$ cat src/rtl/fwpg_regs.svh
`ifndef FWPG_REGS_SVH
`define FWPG_REGS_SVH

// Register addresses on the plain port
`define FWPG_ADDR_W          4
`define FWPG_OFF_CTRL_ONE    4'h0
`define FWPG_OFF_CTRL_TWO    4'h1
`define FWPG_OFF_STATUS      4'h2

// Control register one field positions
`define FWPG_BIT_PROG        0
`define FWPG_BIT_ERASE       1
`define FWPG_BIT_PROG_SETUP  2
`define FWPG_BIT_ERASE_SETUP 3
`define FWPG_BIT_PROG_VERIFY 4
`define FWPG_BIT_ERASE_VER   5
`define FWPG_BIT_SW_WE       6
`define FWPG_BIT_PIN_WE      7

// Control register two field positions
`define FWPG_BIT_FLASH_ERR   7

// Reset values
`define FWPG_RST_CTRL_ONE    8'h00
`define FWPG_RST_CTRL_TWO    8'h00

// Writable bits of control register one
`define FWPG_CTRL_ONE_WMASK  8'h7f

`endif

$ cat src/rtl/fwpg_pkg.sv
package fwpg_pkg;

  typedef enum logic [2:0] {
    FWPG_PROTECT = 3'b001,
    FWPG_ARMED   = 3'b010,
    FWPG_ACTIVE  = 3'b100
  } fwpg_state_e;

  typedef struct packed {
    logic prog;
    logic erase;
    logic prog_setup;
    logic erase_setup;
    logic prog_verify;
    logic erase_verify;
    logic sw_we;
  } fwpg_flash_ctrl_s;

endpackage : fwpg_pkg

$ cat src/rtl/fwpg_gate.sv
`include "fwpg_regs.svh"

module fwpg_gate (
  // Clock and reset
  input  wire logic                       clk,
  input  wire logic                       rst_n,
  // Write-enable pin from the system controller
  input  wire logic                       flash_write_enable_pin,
  // Register port
  input  wire logic [`FWPG_ADDR_W-1:0]    reg_addr,
  input  wire logic [7:0]                 reg_wdata,
  input  wire logic                       reg_wr,
  input  wire logic                       reg_rd,
  output logic      [7:0]                 reg_rdata,
  // Gated controls toward the flash array
  output fwpg_pkg::fwpg_flash_ctrl_s      flash_ctrl,
  output logic                            flash_protected,
  output logic                            flash_rewrite_ok
);

  logic                        pin_meta;
  logic                        pin_sync;
  logic [7:0]                  ctrl_one;
  logic [7:0]                  next_ctrl_one;
  logic [7:0]                  ctrl_two;
  logic [7:0]                  next_ctrl_two;
  logic [7:0]                  next_rdata;
  fwpg_pkg::fwpg_state_e       state;
  fwpg_pkg::fwpg_state_e       next_state;
  fwpg_pkg::fwpg_flash_ctrl_s  next_flash_ctrl;
  logic                        bad_release;

  // Pin may change at any moment, so it is synchronised first
  always_ff @(posedge clk or negedge rst_n) begin
    if (!rst_n) begin
      pin_meta <= 1'b0;
      pin_sync <= 1'b0;
    end else begin
      pin_meta <= flash_write_enable_pin;
      pin_sync <= pin_meta;
    end
  end

  // Releasing the pin in the active state with any control bit still set is logged
  assign bad_release = (state == fwpg_pkg::FWPG_ACTIVE) && !pin_sync
                       && (ctrl_one[6:0] != 7'h00);

  always_comb begin
    next_ctrl_one = ctrl_one;
    next_ctrl_two = ctrl_two;
    if (reg_wr && reg_addr == `FWPG_OFF_CTRL_ONE) begin
      // Pin status position is never written
      next_ctrl_one = reg_wdata & `FWPG_CTRL_ONE_WMASK;
    end
    if (reg_wr && reg_addr == `FWPG_OFF_CTRL_TWO) begin
      // Writing one clears the sticky error flag
      if (reg_wdata[`FWPG_BIT_FLASH_ERR]) begin
        next_ctrl_two[`FWPG_BIT_FLASH_ERR] = 1'b0;
      end
    end
    // Pin low wipes every control bit, software cannot hold them
    if (!pin_sync) begin
      next_ctrl_one = `FWPG_RST_CTRL_ONE;
    end
    // Set wins over a clear in the same cycle
    if (bad_release) begin
      next_ctrl_two[`FWPG_BIT_FLASH_ERR] = 1'b1;
    end
  end

  always_comb begin
    next_rdata = 8'h00;
    if (reg_rd) begin
      case (reg_addr)
        `FWPG_OFF_CTRL_ONE: begin
          next_rdata = {pin_sync, ctrl_one[6:0]};
        end
        `FWPG_OFF_CTRL_TWO: begin
          next_rdata = ctrl_two;
        end
        `FWPG_OFF_STATUS: begin
          next_rdata = {5'h00, state};
        end
        default: begin
          next_rdata = 8'h00;
        end
      endcase
    end
  end

  always_comb begin
    next_state = state;
    case (state)
      fwpg_pkg::FWPG_PROTECT: begin
        if (pin_sync) begin
          next_state = fwpg_pkg::FWPG_ARMED;
        end
      end
      fwpg_pkg::FWPG_ARMED: begin
        if (!pin_sync) begin
          next_state = fwpg_pkg::FWPG_PROTECT;
        end else if (ctrl_one[`FWPG_BIT_SW_WE]) begin
          next_state = fwpg_pkg::FWPG_ACTIVE;
        end
      end
      fwpg_pkg::FWPG_ACTIVE: begin
        if (!pin_sync) begin
          next_state = fwpg_pkg::FWPG_PROTECT;
        end else if (!ctrl_one[`FWPG_BIT_SW_WE]) begin
          next_state = fwpg_pkg::FWPG_ARMED;
        end
      end
      default: begin
        next_state = fwpg_pkg::FWPG_PROTECT;
      end
    endcase
  end

  // Array controls pass only while pin high and software enabled
  always_comb begin
    next_flash_ctrl = '0;
    if (pin_sync && ctrl_one[`FWPG_BIT_SW_WE]) begin
      next_flash_ctrl.prog         = ctrl_one[`FWPG_BIT_PROG];
      next_flash_ctrl.erase        = ctrl_one[`FWPG_BIT_ERASE];
      next_flash_ctrl.prog_setup   = ctrl_one[`FWPG_BIT_PROG_SETUP];
      next_flash_ctrl.erase_setup  = ctrl_one[`FWPG_BIT_ERASE_SETUP];
      next_flash_ctrl.prog_verify  = ctrl_one[`FWPG_BIT_PROG_VERIFY];
      next_flash_ctrl.erase_verify = ctrl_one[`FWPG_BIT_ERASE_VER];
      next_flash_ctrl.sw_we        = 1'b1;
    end
    // Synchronised pin low overrides everything, taking effect at the next clock edge
    if (!pin_sync) begin
      next_flash_ctrl = '0;
    end
  end

  // Control registers
  always_ff @(posedge clk or negedge rst_n) begin
    if (!rst_n) begin
      ctrl_one <= `FWPG_RST_CTRL_ONE;
      ctrl_two <= `FWPG_RST_CTRL_TWO;
    end else begin
      ctrl_one <= next_ctrl_one;
      ctrl_two <= next_ctrl_two;
    end
  end

  // Read data stands for one cycle only
  always_ff @(posedge clk or negedge rst_n) begin
    if (!rst_n) begin
      reg_rdata <= 8'h00;
    end else begin
      reg_rdata <= next_rdata;
    end
  end

  // Protection state
  always_ff @(posedge clk or negedge rst_n) begin
    if (!rst_n) begin
      state <= fwpg_pkg::FWPG_PROTECT;
    end else begin
      state <= next_state;
    end
  end

  // Gated array controls
  always_ff @(posedge clk or negedge rst_n) begin
    if (!rst_n) begin
      flash_ctrl <= '0;
    end else begin
      flash_ctrl <= next_flash_ctrl;
    end
  end

  assign flash_protected  = (state == fwpg_pkg::FWPG_PROTECT);
  assign flash_rewrite_ok = flash_ctrl.sw_we;

endmodule : fwpg_gate

$ cat config.mk
export PLATFORM = sky130hd
export DESIGN_NAME = fwpg_gate
export DESIGN_NICKNAME = d
export VERILOG_FILES = /design/src/rtl/fwpg_pkg.sv /design/src/rtl/fwpg_gate.sv
export VERILOG_INCLUDE_DIRS = /design/src /design/src/rtl
export SDC_FILE = /design/constraint.sdc
export NUM_CORES = 1
export LEC_CHECK = 0
export BUFFER_PORTS_ARGS = -buffer_cell sky130_fd_sc_hd__buf_2
export CAP_MARGIN = 20
export CELL_PAD_IN_SITES_DETAIL_PLACEMENT = 0
export CELL_PAD_IN_SITES_GLOBAL_PLACEMENT = 2
export CORE_MARGIN = 2
export CORE_UTILIZATION = 31
export DETAILED_ROUTE_END_ITERATION = 10
export PLACE_DENSITY_LB_ADDON = 0.05
export SLEW_MARGIN = 15
export SYNTH_ARGS = -nofsm -noshare
export SYNTH_HDL_FRONTEND = slang
export SYNTH_SLANG_ARGS = --single-unit
$ cat constraint.sdc
create_clock -name clk -period 1.6 [get_ports clk]
set_clock_uncertainty 0.1 [all_clocks]
set_input_delay 0.32 -clock clk [delete_from_list [all_inputs] [get_ports clk]]
set_output_delay 0.32 -clock clk [all_outputs]
set_load 0.005 [all_outputs]
==> flow_summary.toml, run 1 <==
[timing]
setup_viol_count_final = 0
rsz0062_at_grt = "yes"
timing.slew.headroom_pct = 59.0
timing.final.max_slew_violations = 0
worst-slew-pin-transition_ns = 0.615
fin_tns_setup_ns = 0
maxClockFrequency_mhz = 643
hold_viol = 0
hold_ws_ns = 0.0378
tcrit_tclk_final_pct = 97.2
timing.final.crit_period_ns = 1.56

[yosys]
synth_flop_cell = "sky130_fd_sc_hd__dfrtp_1"
synth.net_count = 112
yosys.cell_types.count = 29
async_reset_ff_share_pct = 100
post_synth_edffs = 0
synth_warnings = 0
netlist_instances = 95
synth.ff_latch_count = 28
syn_area_mm2 = 0.00114
synthesis.area_per_instance_um2 = 12.0
seq_area_frac_synth_pct = 61.5

[route]
drt_drc = 0
wl_um = 2300
detail_route.vias_per_cell = 4.34
drt-wirelength-per-cell_um = 12.9
ant_nets = 0
first_pass_iters = 2
via_count = 773
iter_0_drt_violations = 42

[final_layout]
layout_cells_sized_above_1_pct = 35.4
multi_input_area_um2 = 393
layout.cells.most_common = "sky130_fd_sc_hd__buf_2"
area_growth_syn_to_layout_pct = 27.0
register_area_um2 = 703
layout_common_cells = "33 x sky130_fd_sc_hd__buf_2, 26 x sky130_fd_sc_hd__dfrtp_1, 15 x sky130_fd_sc_hd__nand2_1"
filler_cell_count = 369
num-nets-final = 148
antennaDiodeCount = 0
final_cell_count_no_fill = 178

[global_routing]
pin_count_of_the_biggest_net_entering_global_routing = 29
grt_pass1_wl_um = 3990
initial_antenna_violation_count = 0
grt.overflow.total = 0
first_global_vias = 809
grt_util_all_layers_pct = 12.8

[floorplan]
fp.dieH_um = 64.7
floorplan.initialDensity_pct = 31.6
die-area_mm2 = 0.00418
boundaryPins = 34
fp-row-count = 22
horizontal_die_dimension_um = 64.7
placeableCoreArea_mm2 = 0.00361

[setup_path]
worstPathArrival_ns = 1.14
setup.worst_path.class = "reg2out"
endpoint_kind = "primary output"
path_max_fanout = 2
critical_path_required_ns = 1.18
start_kind = "flop"

[placement]
routabilityCongestion = 0.729
placed_cells_incl_taps = 172
place.port_buffers = 33
final_hpwl_dp_um = 1630

[clock_tree]
ctsRootBufferMaster = "sky130_fd_sc_hd__clkbuf_8"
numClockSinks = 28
tritoncts.num_buffers = 3
cts.htree.levels = 1
worst_skew_pair.late_latency_ns = 0.28
cts.reportedPaths.clkPinSlew_ns = 0.10
cts_tree = "yes"
ctsLongestPathBuffers = 2

[power]
p_clk_share_pct = 39.7
switching_share_pct = 21.0
power_density_mw_per_mm2 = 973
power.sequential.fraction_pct = 52.5
design_power_total_mw = 1.41
vdd_drop_max_mv = 0.434
cellInternalPower_mw = 1.11
power.share.combinational_pct = 7.8
power.leakage_nw = 0.769
switching_power_uw = 296

[flow_run]
number_of_max_cap_violations = 0

[outcome]
outcome = "completed"

[hold_path]
worstHoldPathType = "in2reg"
==> through the flow <==
step / utilization [%] / area, µm² / setup WS [ns]
2_1_floorplan: - / 1140 / 0.352
3_3_place_gp: 37.5 / 1350 / 0.158
3_5_place_dp: 37.5 / 1350 / 0.124
4_1_cts: 40.1 / 1450 / 0.0281
5_1_grt: 40.2 / 1450 / -0.0145
6_report: 40.2 / 1450 / 0.0445
==> power by group through the flow <==
stage | clock network [mW] | registers [mW] | logic, mW
2_1_floorplan | 0 | 0.746 | 0.0558
3_3_place_gp | 0 | 0.757 | 0.0978
3_5_place_dp | 0 | 0.758 | 0.0979
4_1_cts | 0.575 | 0.739 | 0.113
5_1_grt | 0.614 | 0.742 | 0.124
6_report | 0.560 | 0.740 | 0.110
==> flip-flops by register name, summed over array words and instances, names as in the netlist <==
signal,cells
reg_rdata,8
ctrl_one,7
flash_ctrl,6
state,3
ctrl_two,1
flash_rewrite_ok,1
pin_meta,1
pin_sync,1
==> cells in the mapped netlist, types with 2 or more instances <==
| master | n | share of area [%] |
|---|---|---|
| sky130_fd_sc_hd__dfrtp_1 | 27 | 59 |
| sky130_fd_sc_hd__nand2_1 | 15 | 4.9 |
| sky130_fd_sc_hd__mux2i_1 | 11 | 9.6 |
| sky130_fd_sc_hd__and3_1 | 6 | 3.3 |
| sky130_fd_sc_hd__and2_1 | 4 | 2.2 |
| sky130_fd_sc_hd__nor2_1 | 4 | 1.3 |
| sky130_fd_sc_hd__nor3_1 | 3 | 1.3 |
| sky130_fd_sc_hd__buf_2 | 2 | 0.88 |
| sky130_fd_sc_hd__buf_6 | 2 | 2.0 |
| sky130_fd_sc_hd__clkbuf_1 | 2 | 0.66 |
==> worst paths after layout <==
kind,to,start,slack (ns),cells after the start
max in group asynchronous,state[1],rst_n,0.49,2
setup / recovery,flash_protected,state[0],0.04,2
setup reg to reg,ctrl_two[7],state[0],0.21,4
min in group asynchronous,reg_rdata[1],rst_n,0.48,2
hold / removal,pin_meta,flash_write_enable_pin,0.04,1
hold reg to reg,pin_sync,pin_meta,0.27,0
==> critical path, cell delays in order (launching register included) <==
cell and delay, ns:
sky130_fd_sc_hd__dfstp_2 0.55, sky130_fd_sc_hd__nor3b_2 0.17, sky130_fd_sc_hd__buf_2 0.14
==> routing by layer <==
metal | share of wire (%) | up-vias | track usage [%]
li1 | - | 389 | -
met1 | 48 | 352 | 17.3
met2 | 43 | 28 | 19.1
met3 | 7.5 | 4 | 2.95
met4 | 1.8 | 0 | 6.38
met5 | 0 | - | 0
==> area by class of cell <==
type | count | share of cell area, %
flip-flops and latches | 28 | 48.5
inverters | 1 | 0.259
clock buffers | 3 | 2.85
multi-input cells | 59 | 27.1
repair buffers | 38 | 15.0
clock inverters | 1 | 2.07
well taps | 48 | 4.15
==> cell families (layout without fill, tap and decap cells) <==
kind of cell / after synthesis / count (layout) / share of synthesized area [%]
xor+xnor: 2 / 2 / 1.54
flops: 28 / 28 / 61.5
simple gates: 41 / 41 / 19.5
buf+inv: 8 / 43 / 4.50
compound gates: 5 / 5 / 3.29
mux: 11 / 11 / 9.65
==> repair_timing <==
item,CTS,global route
hold buffers,1,0
setup buffers,1,0
endpoints found under the hold margin,27,0
cloned,0,0
setup endpoints to repair,1,1
gates resized for setup,1,1
pin swaps,0,0
Note: power is estimated with default switching activity, not from simulation.
==> run 2: changes to the inputs <==
REMOVE_ABC_BUFFERS = 1   (was not set)
==> flow_summary.toml, run 2 (same netlist as run 1, synthesis figures left out) <==
[clock_tree]
numClockSinks = 28
worst_skew_pair.late_latency_ns = 0.27
cts.htree.levels = 1
ctsRootBufferMaster = "sky130_fd_sc_hd__clkbuf_8"
cts_tree = "yes"
cts.reportedPaths.clkPinSlew_ns = 0.10
tritoncts.num_buffers = 3
ctsLongestPathBuffers = 2

[placement]
postPlaceCellArea_mm2 = 0.00136
routabilityCongestion = 0.709
final_hpwl_dp_um = 1690
place.port_buffers = 33

[floorplan]
floorplan.initialDensity_pct = 31.6
boundaryPins = 34
fp-row-count = 22
horizontal_die_dimension_um = 64.7
die-area_mm2 = 0.00418
fp.dieH_um = 64.7
placeableCoreArea_mm2 = 0.00361

[power]
vdd_drop_max_mv = 0.327
power_density_mw_per_mm2 = 968
power.leakage_nw = 0.778

[global_routing]
grt_util_all_layers_pct = 12.7
top_usage_layer = "met2"
initial_antenna_violation_count = 0
grt_pass1_wl_um = 3990
grt_use_met3_pct = 2.43
grt.overflow.total = 0
gr-usage-met2_pct = 18.6
grt_util_met1_pct = 17.8
first_global_vias = 805
pin_count_of_the_biggest_net_entering_global_routing = 29

[final_layout]
flip_flop_count_of_the_largest_register_all_copies_and_words_added = 8
postLayoutCellArea_mm2 = 0.00146
antennaDiodeCount = 0
layout_common_cells = "33 x sky130_fd_sc_hd__buf_2, 27 x sky130_fd_sc_hd__dfrtp_1, 15 x sky130_fd_sc_hd__nand2_1"
layout.cells.most_common = "sky130_fd_sc_hd__buf_2"
register_with_the_highest_flop_count = "reg_rdata"
layout_top_registers = "reg_rdata: 8 flops, ctrl_one: 7 flops, flash_ctrl: 6 flops"
filler_cell_count = 378
num-nets-final = 149
area_growth_syn_to_layout_pct = 28.1
layout_cells_sized_above_1_pct = 35.1

[setup_path]
start_kind = "flop"
worstPathArrival_ns = 1.16
delay_of_the_slowest_critical_path_stage_ns = 0.55
regToRegSetupSlack_ns = 0.20
setup.worst_path.class = "reg2out"
path_max_fanout = 2
endpoint_kind = "primary output"
cp_num_buf_inv = 1
crit_chain = "nor3b_4, buf_2"
r2r-end = "ctrl_two[7]"
worstReg2RegStart = "state[0]"
critical_path_required_ns = 1.18
timing.reg2reg.worst_path_depth = 4
slowest_stage = "sky130_fd_sc_hd__dfstp_2"
cpLargestDelayFamily = "flip-flops"

[route]
via_count = 790
wl_um = 2340
first_pass_iters = 4
iter_0_drt_violations = 16
drt_drc = 0
detail_route.vias_per_cell = 4.41
drt-wirelength-per-cell_um = 13.1
ant_nets = 0

[timing]
timing.slew.headroom_pct = 57.8
setup_viol_count_final = 0
timing.final.max_slew_violations = 0
timing.final.crit_period_ns = 1.58
hold_ws_ns = 0.0460
tcrit_tclk_final_pct = 98.7
hold_viol = 0
maxClockFrequency_mhz = 633
worst-slew-pin-transition_ns = 0.634
rsz0062_at_grt = "yes"

[hold_path]
worstHoldPathType = "in2reg"
worst_hold_startpoint = "flash_write_enable_pin"
whs_endpoint = "pin_meta"
hold-path-cell-count = 1

[outcome]
outcome = "completed"

[flow_run]
number_of_max_cap_violations = 0
-- run 2: metrics by stage --
stage / setup TNS [ns] / worst slack [ns] / instances / power, mW / utilization, %
2_1_floorplan: 0 / 0.296 / 88 / 0.795 / -
3_3_place_gp: 0 / 0.193 / 173 / 0.857 / 37.8
3_5_place_dp: 0 / 0.140 / 173 / 0.859 / 37.8
4_1_cts: -0.00144 / -0.00144 / 179 / 1.44 / 40.5
5_1_grt: -0.0470 / -0.0470 / 179 / 1.49 / 40.5
6_report: 0 / 0.0202 / 179 / 1.41 / 40.5
-- run 2: metal layers --
layer / wire [µm] / up-vias
met3: 122 / 2
met4: 22 / 0
met1: 1140 / 373
li1: - / 392
met5: 0 / -
met2: 1050 / 23
-- run 2: cell type report --
| class | instances | area, µm² | area share [%] |
|---|---|---|---|
| clock buffers | 3 | 41.3 | 2.83 |
| flip-flops and latches | 28 | 702 | 48.0 |
| multi-input cells | 59 | 399 | 27.3 |
| inverters | 1 | 3.75 | 0.257 |
| well taps | 48 | 60.1 | 4.11 |
| repair buffers | 39 | 225 | 15.4 |
| clock inverters | 1 | 30.0 | 2.05 |
-- run 2: timing repair --
action / 4_1_cts / 5_1_grt
resized for setup: 2 / 0
setup endpoints to repair: 1 / 1
hold buffers: 1 / 0
setup buffers: 1 / 0
hold endpoints to repair: 27 / 0
gates cloned: 0 / 0
-- run 2: power breakdown --
| part | leakage, nW | internal, mW | switching, mW |
|---|---|---|---|
| Clock | 0.0357 | 0.335 | 0.222 |
| Combinational | 0.360 | 0.0604 | 0.0579 |
| Sequential | 0.381 | 0.723 | 0.0162 |
-- run 2: worst max-delay path by stage --
stage,start,endpoint,slack (ns),cells after the start
floorplan,reg_addr[1],ctrl_one[0],0.30,3
global placement,reg_addr[1],ctrl_one[1],0.19,5
detailed placement,state[0],flash_protected,0.14,2
CTS,state[0],flash_protected,-0.001,2
global route,state[0],flash_protected,-0.05,2
finish,state[0],flash_protected,0.02,2
-- run 2: worst register-to-register path, cell delays in order (launching register included) --
cell and delay [ns]:
sky130_fd_sc_hd__dfstp_2 0.38, sky130_fd_sc_hd__buf_4 0.15, sky130_fd_sc_hd__nand2b_1 0.16, sky130_fd_sc_hd__a2111oi_0 0.43, sky130_fd_sc_hd__a21o_1 0.13
